==> src/common/gen_sup_pkg.sv <==
// constants, register map and types for the generator fault supervisor
package gen_sup_pkg;
	localparam int CLK_HZ = 25_000_000;
	localparam int ADDR_W = 6;
	localparam logic [5:0] OFS_CTRL = 6'h00;
	localparam logic [5:0] OFS_OVS = 6'h04;
	localparam logic [5:0] OFS_UNS = 6'h08;
	localparam logic [5:0] OFS_TEMP = 6'h0c;
	localparam logic [5:0] OFS_HVS = 6'h10;
	localparam logic [5:0] OFS_VNOM = 6'h14;
	localparam logic [5:0] OFS_VSET = 6'h18;
	localparam logic [5:0] OFS_ILIM = 6'h1c;
	localparam logic [5:0] OFS_IFIN = 6'h20;
	localparam logic [5:0] OFS_CRANK = 6'h24;
	localparam logic [5:0] OFS_STAT = 6'h28;
	localparam logic [5:0] OFS_ALARM = 6'h2c;
	localparam int CTRL_RUN = 0;
	localparam int CTRL_CLR = 1;
	localparam logic [15:0] OVS_RST = 16'h0e10;
	localparam logic [15:0] UNS_RST = 16'h0bb8;
	localparam logic [11:0] TEMP_RST = 12'h0078;
	localparam logic [11:0] HVS_RST = 12'h0258;
	localparam logic [11:0] VNOM_RST = 12'h01e0;
	localparam logic [11:0] VSET_RST = 12'h0244;
	localparam logic [11:0] ILIM_RST = 12'h01c2;
	localparam logic [11:0] IFIN_RST = 12'h0032;
	localparam logic [3:0] CRANK_CYC_RST = 4'h3;
	localparam logic [7:0] CRANK_S_RST = 8'h05;
	localparam logic [7:0] REST_S_RST = 8'h0a;
	localparam logic [7:0] BYPASS_S_RST = 8'h0a;
	localparam int MS_NS = 1_000_000;
	localparam int CLK_NS = 40;
	localparam int TICK_MS = 100;
	localparam int TICK_CYC = TICK_MS * (MS_NS / CLK_NS);
	localparam int BLINK_TICKS = 4;
	localparam int GAP_TICKS = 12;
	localparam int NOSPD_MS = 2000;
	localparam int OVV_MS = 1000;
	localparam int NOSPD_TICKS = NOSPD_MS / TICK_MS;
	localparam int OVV_TICKS = OVV_MS / TICK_MS;
	localparam int ALM_N = 9;
	localparam int ALM_OIL = 0;
	localparam int ALM_TEMP = 1;
	localparam int ALM_OVS = 2;
	localparam int ALM_UNS = 3;
	localparam int ALM_OCR = 4;
	localparam int ALM_NOSPD = 5;
	localparam int ALM_OVV = 6;
	localparam int ALM_STS = 7;
	localparam int ALM_LVS = 8;
	typedef struct packed {
		logic [15:0] rpm;
		logic [11:0] temp;
		logic [11:0] volt;
		logic [11:0] amps;
		logic oil_low;
		logic spd_ok;
		logic start_fault;
	} sense_t;
	typedef struct packed {
		logic crank;
		logic fuel;
		logic [11:0] v_target;
		logic [11:0] i_limit;
		logic led;
	} drive_t;
	typedef enum logic [2:0] {ST_IDLE, ST_CRANK, ST_REST, ST_BYPASS, ST_RUN, ST_FAULT} eng_t;
endpackage : gen_sup_pkg

==> src/generator_fault_supervisor.sv <==
// engine fault supervisor with flash code output and wishbone registers
//
// Implementation choices: the register addresses and the Wishbone register port.
`timescale 1ns/10ps
// Summary of operation
// - oil pressure trip armed after bypass; stops engine, code 1-1
// - high oil temperature stops engine, latches code 1-2
// - overspeed stops engine, latches code 1-3
// - underspeed armed after bypass; stops engine, code 1-4
// - too many failed cranks stops cranking, latches code 1-4
// - speed signal lost past delay shuts down, code 1-5
// - overvoltage past delay shuts down, code 2-1
// - starting system fault gives code 2-2 without shutdown
// - output below half nominal stops engine, code 2-4
// - steady light when enabled and fault free, dark when off; 2-3 unused
// - the highest priority latched alarm drives its flash code; each alarm shows in alarm register
// - alarms stay latched until explicitly cleared
// - run inhibit holds the unit disabled
// - voltage target is the normal/extended setting
// - current limit output is the configured setting
// - low battery request ends on low current and removal condition
// - other requests keep unit running at normal voltage
// - crank up to crank time, rest before retry
// - count crank attempts, stop at configured count
// - inhibit blocks start, clears requests, stops engine
module generator_fault_supervisor
	import gen_sup_pkg::*;
#(
	parameter int TICK_CYCLES = TICK_CYC
) (
	input wire logic clk_sys,
	input wire logic rst_n,
	input wire logic [ADDR_W-1:0] wb_adr_i,
	input wire logic [31:0] wb_dat_i,
	output logic [31:0] wb_dat_o,
	input wire logic wb_we_i,
	input wire logic [3:0] wb_sel_i,
	input wire logic wb_cyc_i,
	input wire logic wb_stb_i,
	output logic wb_ack_o,
	input wire sense_t sense_i,
	input wire logic inhibit_i,
	input wire logic lowbat_req_i,
	input wire logic lowbat_remove_i,
	input wire logic other_req_i,
	output drive_t drive_o
);
	// pin inputs through two flops
	sense_t s1_r, s2_r;
	logic [3:0] p1_r, p2_r;
	always_ff @(posedge clk_sys or negedge rst_n) begin
		if (!rst_n) begin
			s1_r <= '0;
			s2_r <= '0;
			p1_r <= 4'h0;
			p2_r <= 4'h0;
		end else begin
			s1_r <= sense_i;
			s2_r <= s1_r;
			p1_r <= {inhibit_i, lowbat_req_i, lowbat_remove_i, other_req_i};
			p2_r <= p1_r;
		end
	end
	logic inh, lb_req, lb_rem, oth_req;
	assign {inh, lb_req, lb_rem, oth_req} = p2_r;

	// register file
	logic run_en_r, run_en_nxt;
	logic [15:0] ovs_r, ovs_nxt, uns_r, uns_nxt;
	logic [11:0] temp_r, temp_nxt, hvs_r, hvs_nxt, vnom_r, vnom_nxt, vset_r, vset_nxt;
	logic [11:0] ilim_r, ilim_nxt, ifin_r, ifin_nxt;
	logic [3:0] cyc_set_r, cyc_set_nxt;
	logic [7:0] crank_s_r, crank_s_nxt, rest_s_r, rest_s_nxt, byp_s_r, byp_s_nxt;
	logic ack_r, ack_nxt, clr_pulse;
	logic [31:0] rdat_r, rdat_nxt;
	logic [ALM_N-1:0] alarm_r, alarm_nxt, alarm_set;
	eng_t st_r, st_nxt;
	logic req_r, req_nxt;
	logic [3:0] tries_r, tries_nxt;
	wire wr = wb_cyc_i && wb_stb_i && wb_we_i && !ack_r;
	wire rd = wb_cyc_i && wb_stb_i && !wb_we_i && !ack_r;
	assign clr_pulse = wr && wb_adr_i == OFS_CTRL && wb_sel_i[0] && wb_dat_i[CTRL_CLR];
	always_comb begin
		run_en_nxt = run_en_r;
		ovs_nxt = ovs_r;
		uns_nxt = uns_r;
		temp_nxt = temp_r;
		hvs_nxt = hvs_r;
		vnom_nxt = vnom_r;
		vset_nxt = vset_r;
		ilim_nxt = ilim_r;
		ifin_nxt = ifin_r;
		cyc_set_nxt = cyc_set_r;
		crank_s_nxt = crank_s_r;
		rest_s_nxt = rest_s_r;
		byp_s_nxt = byp_s_r;
		ack_nxt = wb_cyc_i && wb_stb_i && !ack_r;
		rdat_nxt = rdat_r;
		if (wr && wb_sel_i[0] && wb_adr_i == OFS_CTRL) begin
			run_en_nxt = wb_dat_i[CTRL_RUN];
		end
		if (wr && wb_sel_i[1:0] == 2'b11) begin
			case (wb_adr_i)
				OFS_OVS: ovs_nxt = wb_dat_i[15:0];
				OFS_UNS: uns_nxt = wb_dat_i[15:0];
				OFS_TEMP: temp_nxt = wb_dat_i[11:0];
				OFS_HVS: hvs_nxt = wb_dat_i[11:0];
				OFS_VNOM: vnom_nxt = wb_dat_i[11:0];
				OFS_VSET: vset_nxt = wb_dat_i[11:0];
				OFS_ILIM: ilim_nxt = wb_dat_i[11:0];
				OFS_IFIN: ifin_nxt = wb_dat_i[11:0];
				default: ;
			endcase
		end
		if (wr && wb_adr_i == OFS_CRANK && wb_sel_i == 4'hf) begin
			cyc_set_nxt = wb_dat_i[27:24];
			byp_s_nxt = wb_dat_i[23:16];
			rest_s_nxt = wb_dat_i[15:8];
			crank_s_nxt = wb_dat_i[7:0];
		end
		if (rd) begin
			case (wb_adr_i)
				OFS_CTRL: rdat_nxt = {31'h0, run_en_r};
				OFS_OVS: rdat_nxt = {16'h0000, ovs_r};
				OFS_UNS: rdat_nxt = {16'h0000, uns_r};
				OFS_TEMP: rdat_nxt = {20'h0_0000, temp_r};
				OFS_HVS: rdat_nxt = {20'h0_0000, hvs_r};
				OFS_VNOM: rdat_nxt = {20'h0_0000, vnom_r};
				OFS_VSET: rdat_nxt = {20'h0_0000, vset_r};
				OFS_ILIM: rdat_nxt = {20'h0_0000, ilim_r};
				OFS_IFIN: rdat_nxt = {20'h0_0000, ifin_r};
				OFS_CRANK: rdat_nxt = {4'h0, cyc_set_r, byp_s_r, rest_s_r, crank_s_r};
				OFS_STAT: rdat_nxt = {23'h0, req_r, tries_r, 1'b0, st_r};
				OFS_ALARM: rdat_nxt = {23'h0, alarm_r};
				default: rdat_nxt = 32'h0000_0000;
			endcase
		end
	end
	always_ff @(posedge clk_sys or negedge rst_n) begin
		if (!rst_n) begin
			run_en_r <= 1'b0;
			ovs_r <= OVS_RST;
			uns_r <= UNS_RST;
			temp_r <= TEMP_RST;
			hvs_r <= HVS_RST;
			vnom_r <= VNOM_RST;
			vset_r <= VSET_RST;
			ilim_r <= ILIM_RST;
			ifin_r <= IFIN_RST;
			cyc_set_r <= CRANK_CYC_RST;
			crank_s_r <= CRANK_S_RST;
			rest_s_r <= REST_S_RST;
			byp_s_r <= BYPASS_S_RST;
			ack_r <= 1'b0;
			rdat_r <= 32'h0000_0000;
		end else begin
			run_en_r <= run_en_nxt;
			ovs_r <= ovs_nxt;
			uns_r <= uns_nxt;
			temp_r <= temp_nxt;
			hvs_r <= hvs_nxt;
			vnom_r <= vnom_nxt;
			vset_r <= vset_nxt;
			ilim_r <= ilim_nxt;
			ifin_r <= ifin_nxt;
			cyc_set_r <= cyc_set_nxt;
			crank_s_r <= crank_s_nxt;
			rest_s_r <= rest_s_nxt;
			byp_s_r <= byp_s_nxt;
			ack_r <= ack_nxt;
			rdat_r <= rdat_nxt;
		end
	end
	assign wb_ack_o = ack_r;
	assign wb_dat_o = rdat_r;

	// 100 ms tick
	logic [31:0] pre_r, pre_nxt;
	logic tick;
	assign tick = pre_r == 32'(TICK_CYCLES - 1);
	always_comb pre_nxt = tick ? 32'h0000_0000 : pre_r + 32'h0000_0001;

	// qualification timers and speed failure
	logic [7:0] nsp_r, nsp_nxt, ovv_r, ovv_nxt, tmr_r, tmr_nxt;
	wire running = st_r == ST_BYPASS || st_r == ST_RUN;
	wire armed = st_r == ST_RUN;
	wire ovv_cond = s2_r.volt > hvs_r;
	always_comb begin
		nsp_nxt = (running && !s2_r.spd_ok) ? nsp_r + 8'(tick) : 8'h00;
		ovv_nxt = (running && ovv_cond) ? ovv_r + 8'(tick) : 8'h00;
	end
	// hardware set wins over a clear in the same cycle
	always_comb begin
		alarm_set = '0;
		alarm_set[ALM_OIL] = armed && s2_r.oil_low;
		alarm_set[ALM_TEMP] = running && s2_r.temp > temp_r;
		alarm_set[ALM_OVS] = running && s2_r.rpm > ovs_r;
		alarm_set[ALM_UNS] = armed && s2_r.rpm < uns_r;
		alarm_set[ALM_OCR] = st_r == ST_REST && tries_r >= cyc_set_r;
		alarm_set[ALM_NOSPD] = nsp_r >= 8'(NOSPD_TICKS);
		alarm_set[ALM_OVV] = ovv_r >= 8'(OVV_TICKS);
		alarm_set[ALM_STS] = s2_r.start_fault;
		alarm_set[ALM_LVS] = armed && s2_r.volt < {1'b0, vnom_r[11:1]};
		alarm_nxt = (clr_pulse ? '0 : alarm_r) | alarm_set;
	end
	wire [ALM_N-1:0] shut_mask = ~(ALM_N'(1) << ALM_STS);
	wire trip = |(alarm_r & shut_mask);

	// run request bookkeeping
	always_comb begin
		req_nxt = req_r;
		if (lb_req) begin
			req_nxt = 1'b1;
		end else if (req_r && s2_r.amps < ifin_r && lb_rem) begin
			req_nxt = 1'b0;
		end
		if (inh || !run_en_r) begin
			req_nxt = 1'b0;
		end
	end
	wire call = (req_r || oth_req) && run_en_r && !inh;

	// engine sequencer
	always_comb begin
		st_nxt = st_r;
		tries_nxt = tries_r;
		tmr_nxt = tmr_r + 8'(tick);
		case (st_r)
			ST_IDLE: begin
				tmr_nxt = 8'h00;
				tries_nxt = 4'h0;
				if (call && !trip) begin
					st_nxt = ST_CRANK;
					tries_nxt = 4'h1;
				end
			end
			ST_CRANK: begin
				if (s2_r.spd_ok && s2_r.rpm >= uns_r) begin
					st_nxt = ST_BYPASS;
					tmr_nxt = 8'h00;
				end else if (tmr_r >= crank_s_r) begin
					st_nxt = ST_REST;
					tmr_nxt = 8'h00;
				end
			end
			ST_REST: begin
				if (tries_r >= cyc_set_r) begin
					st_nxt = ST_FAULT;
				end else if (tmr_r >= rest_s_r) begin
					st_nxt = ST_CRANK;
					tries_nxt = tries_r + 4'h1;
					tmr_nxt = 8'h00;
				end
			end
			ST_BYPASS: begin
				if (tmr_r >= byp_s_r) begin
					st_nxt = ST_RUN;
				end
			end
			ST_RUN: begin
				if (!call) begin
					st_nxt = ST_IDLE;
				end
			end
			ST_FAULT: begin
				if (!trip) begin
					st_nxt = ST_IDLE;
				end
			end
			default: st_nxt = ST_IDLE;
		endcase
		if (trip && st_r != ST_IDLE) begin
			st_nxt = ST_FAULT;
		end
		if (inh && st_r != ST_FAULT) begin
			st_nxt = ST_IDLE;
		end
	end

	// flash code: first digit, gap, second digit, gap; each gap is GAP_TICKS + 1 ticks long
	logic [3:0] code;
	always_comb begin
		code = 4'h0;
		if (alarm_r[ALM_LVS]) code = 4'h4;
		else if (alarm_r[ALM_OVV]) code = 4'h1;
		else if (alarm_r[ALM_NOSPD]) code = 4'hd;
		else if (alarm_r[ALM_OCR] || alarm_r[ALM_UNS]) code = 4'hc;
		else if (alarm_r[ALM_OVS]) code = 4'hb;
		else if (alarm_r[ALM_TEMP]) code = 4'ha;
		else if (alarm_r[ALM_OIL]) code = 4'h9;
		else if (alarm_r[ALM_STS]) code = 4'h2;
	end
	// code packs: bit3 set means first digit 1 else 2; low bits second digit
	wire [2:0] dig1 = code[3] ? 3'd1 : 3'd2;
	wire [2:0] dig2 = code[2:0];
	logic [5:0] ph_r, ph_nxt;
	logic [2:0] cnt_r, cnt_nxt;
	logic dig_r, dig_nxt, led;
	always_comb begin
		ph_nxt = ph_r + 6'(tick);
		cnt_nxt = cnt_r;
		dig_nxt = dig_r;
		if (tick && ph_r == 6'(2 * BLINK_TICKS - 1) && cnt_r != 3'd0) begin
			ph_nxt = 6'd0;
			cnt_nxt = cnt_r - 3'd1;
		end else if (tick && ph_r >= 6'(GAP_TICKS)) begin
			ph_nxt = 6'd0;
			dig_nxt = !dig_r;
			cnt_nxt = dig_r ? dig1 : dig2;
		end
		if (code == 4'h0) begin
			ph_nxt = 6'd0;
			cnt_nxt = 3'd0;
			dig_nxt = 1'b1;
		end
		if (code == 4'h0) led = run_en_r && !inh;
		else led = cnt_r != 3'd0 && ph_r < 6'(BLINK_TICKS);
	end

	always_ff @(posedge clk_sys or negedge rst_n) begin
		if (!rst_n) begin
			pre_r <= 32'h0000_0000;
			nsp_r <= 8'h00;
			ovv_r <= 8'h00;
			tmr_r <= 8'h00;
			alarm_r <= '0;
			req_r <= 1'b0;
			st_r <= ST_IDLE;
			tries_r <= 4'h0;
			ph_r <= 6'd0;
			cnt_r <= 3'd0;
			dig_r <= 1'b1;
			drive_o <= '0;
		end else begin
			pre_r <= pre_nxt;
			nsp_r <= nsp_nxt;
			ovv_r <= ovv_nxt;
			tmr_r <= tmr_nxt;
			alarm_r <= alarm_nxt;
			req_r <= req_nxt;
			st_r <= st_nxt;
			tries_r <= tries_nxt;
			ph_r <= ph_nxt;
			cnt_r <= cnt_nxt;
			dig_r <= dig_nxt;
			drive_o.crank <= st_nxt == ST_CRANK;
			drive_o.fuel <= st_nxt == ST_CRANK || st_nxt == ST_BYPASS || st_nxt == ST_RUN;
			drive_o.v_target <= vset_r;
			drive_o.i_limit <= ilim_r;
			drive_o.led <= led;
		end
	end

	a_oil_trip: assert property (@(posedge clk_sys) disable iff (!rst_n)
		(armed && s2_r.oil_low) |=> alarm_r[ALM_OIL] ##1 !drive_o.fuel) else $error("oil trip missed");
	a_temp_trip: assert property (@(posedge clk_sys) disable iff (!rst_n)
		(running && s2_r.temp > temp_r) |=> alarm_r[ALM_TEMP]) else $error("temp trip missed");
	a_ovs_trip: assert property (@(posedge clk_sys) disable iff (!rst_n)
		alarm_r[ALM_OVS] |-> ##[0:2] !drive_o.fuel) else $error("overspeed no stop");
	a_uns_bypass: assert property (@(posedge clk_sys) disable iff (!rst_n)
		$rose(alarm_r[ALM_UNS]) |-> $past(st_r) == ST_RUN) else $error("underspeed before bypass");
	a_latch_hold: assert property (@(posedge clk_sys) disable iff (!rst_n)
		(alarm_r[ALM_OVS] && !clr_pulse) |=> alarm_r[ALM_OVS]) else $error("alarm dropped");
	a_inhibit_stop: assert property (@(posedge clk_sys) disable iff (!rst_n)
		inh |-> ##[1:2] !drive_o.crank && !drive_o.fuel) else $error("inhibit ignored");
	a_crank_limit: assert property (@(posedge clk_sys) disable iff (!rst_n)
		st_r == ST_CRANK |-> tries_r <= cyc_set_r) else $error("too many cranks");
	a_start_no_stop: assert property (@(posedge clk_sys) disable iff (!rst_n)
		(st_r == ST_RUN && alarm_r == (ALM_N'(1) << ALM_STS) && call) |=> st_r == ST_RUN)
		else $error("starting fault stopped engine");
	a_lowbat_end: assert property (@(posedge clk_sys) disable iff (!rst_n)
		$fell(req_r) |-> $past(s2_r.amps < ifin_r && lb_rem) || $past(inh || !run_en_r))
		else $error("low battery request ended early");
	c_run: cover property (@(posedge clk_sys) disable iff (!rst_n) st_r == ST_BYPASS ##1 st_r == ST_RUN);
	c_ocr: cover property (@(posedge clk_sys) disable iff (!rst_n) $rose(alarm_r[ALM_OCR]));
	c_clear: cover property (@(posedge clk_sys) disable iff (!rst_n) clr_pulse && alarm_r != '0);
endmodule : generator_fault_supervisor

==> config.mk <==
export PLATFORM = sky130hd
export DESIGN_NAME = generator_fault_supervisor
export DESIGN_NICKNAME = d
export VERILOG_FILES = /design/src/common/gen_sup_pkg.sv /design/src/generator_fault_supervisor.sv
export SDC_FILE = /design/constraint.sdc
export NUM_CORES = 1
export LEC_CHECK = 0
export ABC_AREA = 1
export BUFFER_PORTS_ARGS = -buffer_cell sky130_fd_sc_hd__buf_4
export CELL_PAD_IN_SITES_DETAIL_PLACEMENT = 0
export CELL_PAD_IN_SITES_GLOBAL_PLACEMENT = 1
export CORE_UTILIZATION = 45
export DETAILED_ROUTE_END_ITERATION = 6
export HOLD_SLACK_MARGIN = 0.15
export PLACE_DENSITY = 0.74
export SLEW_MARGIN = 40
export SYNTH_ARGS = -nofsm -noshare
export SYNTH_HDL_FRONTEND = slang
export SYNTH_SLANG_ARGS = --single-unit
==> constraint.sdc <==
create_clock -name clk_sys -period 5.43 [get_ports clk_sys]
set_clock_uncertainty 0.05 [all_clocks]
set_input_delay 0.2715 -clock clk_sys [delete_from_list [all_inputs] [get_ports clk_sys]]
set_output_delay 0.2715 -clock clk_sys [all_outputs]
set_load 0.05 [all_outputs]
==> results.txt <==
- The run finished with clean final reports.
- First-pass iteration count of the detailed router: 5
* Data required, critical path: 5.79 ns
- Number of sinks handled by clock tree synthesis: 390
- STA classifies the critical path startpoint as a flip-flop.
* Slew at the pin closest to its max-slew limit: 0.809 ns
- Measured along the y axis, the die boundary spans 200 um.
* Clock tree from TritonCTS: done
* Initial Utilization: 0.457
- For this run, the leading register cell type out of synthesis is dfrtp_1.
* Layout Area Growth over Synthesis: 23.4%
* Post-CTS Resized: 0
- Width of the die: 200 um
- The initial antenna violation count was 3.
- Total half-perimeter wirelength after legalization and detailed placement: 33200 um
* Buffer cell driving the clock tree root: clkbuf_16
- Detailed Route WL: 46400 um
- Multi-input gate area in the final layout: 6650 um^2
* Wire length of the first global-routing pass: 72300 um
- Vias in the first global route: 13115
* Total of hold buffers inserted after clock tree synthesis: 81
- The worst setup path is captured at a flip-flop.
- Setup total negative slack: 0 ns
* Top achievable clock speed: 331 MHz
- The min-delay analysis places its worst path in the category in -> reg.
- Total power of the final layout: 6.41 mW
- Port bufs: 157
- For this run the aggregate overflow at the end of global routing stands at 0.
- Number of diodes added for antenna fixing: 0
- Of the available clock period, the critical path in the final layout requires 0.557.
* Fill cell total of the finished layout: 3438
- 166 I/O pins were placed.
* Warning count from the yosys run: 0
- The number of pins exceeding their max-slew limit in the final report came to 0.
- The die covers 40000 um^2.
- By startpoint and endpoint, the worst setup path is classified as reg -> reg.
* Buffer levels on the longest clock path: 3
* Core Box Area: 38600 um^2
- Worst slew slack as a fraction of its limit: 0.459
* Maximum VDD drop: 0.209 mV
- In this run the cell area measured after placement is 19400 um^2.
* Clock slew at the register clock pins of the worst setup and hold paths: 0.06 ns
* Setup bufs post-CTS: 0
* Max-cap violations: 0
* Distinct cell type count of the synthesized netlist: 46
- For this run, the total global-route usage over all layers was measured as 0.241.
- Post-synthesis cell count: 1859
- Ys async rst share: 1.00
* Clock Latency Late Sink: 0.56 ns
- Avg Synthesized Cell Area: 9.50 um^2
- DRT iter0 DRCs: 927
* Site Rows: 72
- Power spread over the standard cell area amounts to 294 nW/um^2.
- Fraction of the yosys area taken by sequential cells: 0.556
- Setup repair after global routing left no endpoint under its margin.
- The number of clock buffers added by TritonCTS is 43.
* Cell area after layout: 21800 um^2
- EDFF count, synth: 0
* Maximum number of pins on one net before global-route repair: 155
* DRC Markers: 0
* Post-route antenna net violation count: 0
- Net count of the finished layout: 2335
- Using the TritonRoute via totals, the vias-per-cell ratio works out to 5.09.
- Counting flops and latches in the post-synthesis netlist gives 390.
- Area of the mapped netlist: 17700 um^2
- Number of hold violations in the final report: 0
* Total number of H-tree levels: 2
- Proportion of layout cells with a drive suffix above 1: 0.146
- Summed over all cells, the static leakage comes to 10.2 nW.
- Critical-path maximum fanout: 7
- At the worst endpoint, the arrival time is 3.39 ns.
- Placer congestion estimate: 0.857
- Final min period: 3.02 ns
- Storage cell area: 9810 um^2
- The final route contains 13548 vias.
* Finish-stage setup viols: 0
- Post-detailed-route wirelength per cell: 17.4 um
==> layout make-up <==
cell class,count,share of cell area
timing repair buffer,248,0.0981
clock inverter,21,0.0126
multi-input combinational,1153,0.305
clock buffer,57,0.0561
sequential,390,0.451
inverter,276,0.0476
tap,518,0.0298
==> power breakdown <==
| part | internal (mW) | switching (mW) |
|---|---|---|
| Sequential | 2.97 | 0.0330 |
| Clock | 1.87 | 1.19 |
| Combinational | 0.146 | 0.200 |
==> cell usage after synthesis (all sizes together) (2+ instances only) <==
master	instances	area, um^2
nand2	356	1340
dfrtp	348	8710
inv	276	1040
o21ai	176	881
nor2	121	509
ha	117	1460
a21oi	83	415
nand3	59	318
nand4	46	288
dfstp	42	1100
o22ai	39	244
nor3	35	190
clkbuf	32	120
xor2	21	184
mux2	12	135
nor4	12	90.1
buf	11	65.1
a221oi	10	87.6
xnor2	10	87.6
and3	6	37.5
o211ai	6	45.0
nor3b	5	37.5
o21bai	5	37.5
a21boi	4	30.0
nand3b	4	30.0
a211oi	3	22.5
a22oi	3	22.5
a31oi	3	18.8
o21a	3	22.5
o2111a	2	22.5
o31ai	2	15.0
==> cells in the final DEF (no fill, tap or decap), types with 3 or more instances in the layout <==
cell / instances
conb_1: 4
o22ai_1: 39
nor4_1: 10
clkinv_2: 9
clkbuf_1: 7
o21bai_1: 5
nor3b_1: 5
a21boi_0: 4
dlygate4sd3_1: 82
nand4_1: 46
a31oi_1: 3
nor3_1: 32
a221oi_1: 10
bufinv_16: 6
mux2_2: 12
o21a_1: 3
o211ai_1: 6
ha_1: 117
inv_1: 276
xnor2_1: 10
a211oi_1: 3
nor2_1: 111
nand3_1: 56
xor2_1: 21
clkbuf_8: 5
buf_4: 160
a21oi_1: 83
dfstp_2: 42
nand2_1: 354
and3_1: 6
clkinvlp_4: 3
dfrtp_1: 348
nor3_2: 3
clkbuf_16: 45
nor2_2: 4
nor2_4: 6
a22oi_1: 3
o21ai_0: 175
nand3b_1: 4
==> critical path, cell delays in order (launching register included) <==
cell and delay [ns]:
dfrtp_1 0.43, nor4_1 0.43, nand4_1 0.22, nor2_1 0.68, ha_1 0.31, nand3_1 0.10
nor2_1 0.20, and3_1 0.21, nand2_1 0.07, xor2_1 0.13, nor2_1 0.06
==> layer usage <==
metal,vias up,wire (um),GRT usage
met4,4,1330,0.0843
met5,-,20,0
met2,309,21300,0.384
li1,6629,-,-
met3,75,2250,0.0356
met1,6531,21500,0.335
==> logic make-up after synthesis <==
kind of cell | synth area share
compound gates | 0.107
xor+xnor | 0.0154
fa+ha+maj | 0.0829
buf+inv | 0.0692
flops | 0.556
mux | 0.00765
other cells | 0.000212
simple gates | 0.162
==> sequential cells by signal, indices dropped and copies added, names as in the netlist, 6 cells and up <==
name       flops
nsp_r          8
s2_r          54
ilim_r        12
hvs_r         12
rest_s_r       8
ovv_r          8
byp_s_r        8
vnom_r        12
drive_o       27
alarm_r        9
temp_r        12
tmr_r          8
s1_r          55
ovs_r         16
wb_dat_o      28
ph_r           6
ifin_r        12
uns_r         16
crank_s_r      8
pre_r         32
vset_r        12
==> through the flow <==
stage                     cells  setup WS, ns  hold slack, ns  utilization
after floorplan            1862          3.11         -0.0741            -
after global placement     2498          2.43           0.283        0.501
after detailed placement   2499          2.36           0.286        0.502
after CTS                  2658          2.34           0.152        0.562
after global routing       2663          2.07           0.175        0.564
final                      2663          2.41           0.181        0.564
==> path summary, 6_finish.rpt <==
path / from / slack, ns / cells past startpoint / end
worst min register to register: s1_r[30] / 0.29 / 0 / s2_r[30]
min in group asynchronous: rst_n / 0.66 / 3 / s1_r[26]
worst max register to register: pre_r[25] / 2.41 / 10 / ovv_r[7]
max in group asynchronous: rst_n / 3.34 / 5 / req_r
worst min-delay path: wb_dat_i[2] / 0.18 / 3 / uns_r[2]
worst max-delay path: pre_r[25] / 2.41 / 10 / ovv_r[7]
Note: power is estimated with default switching activity, not from simulation.
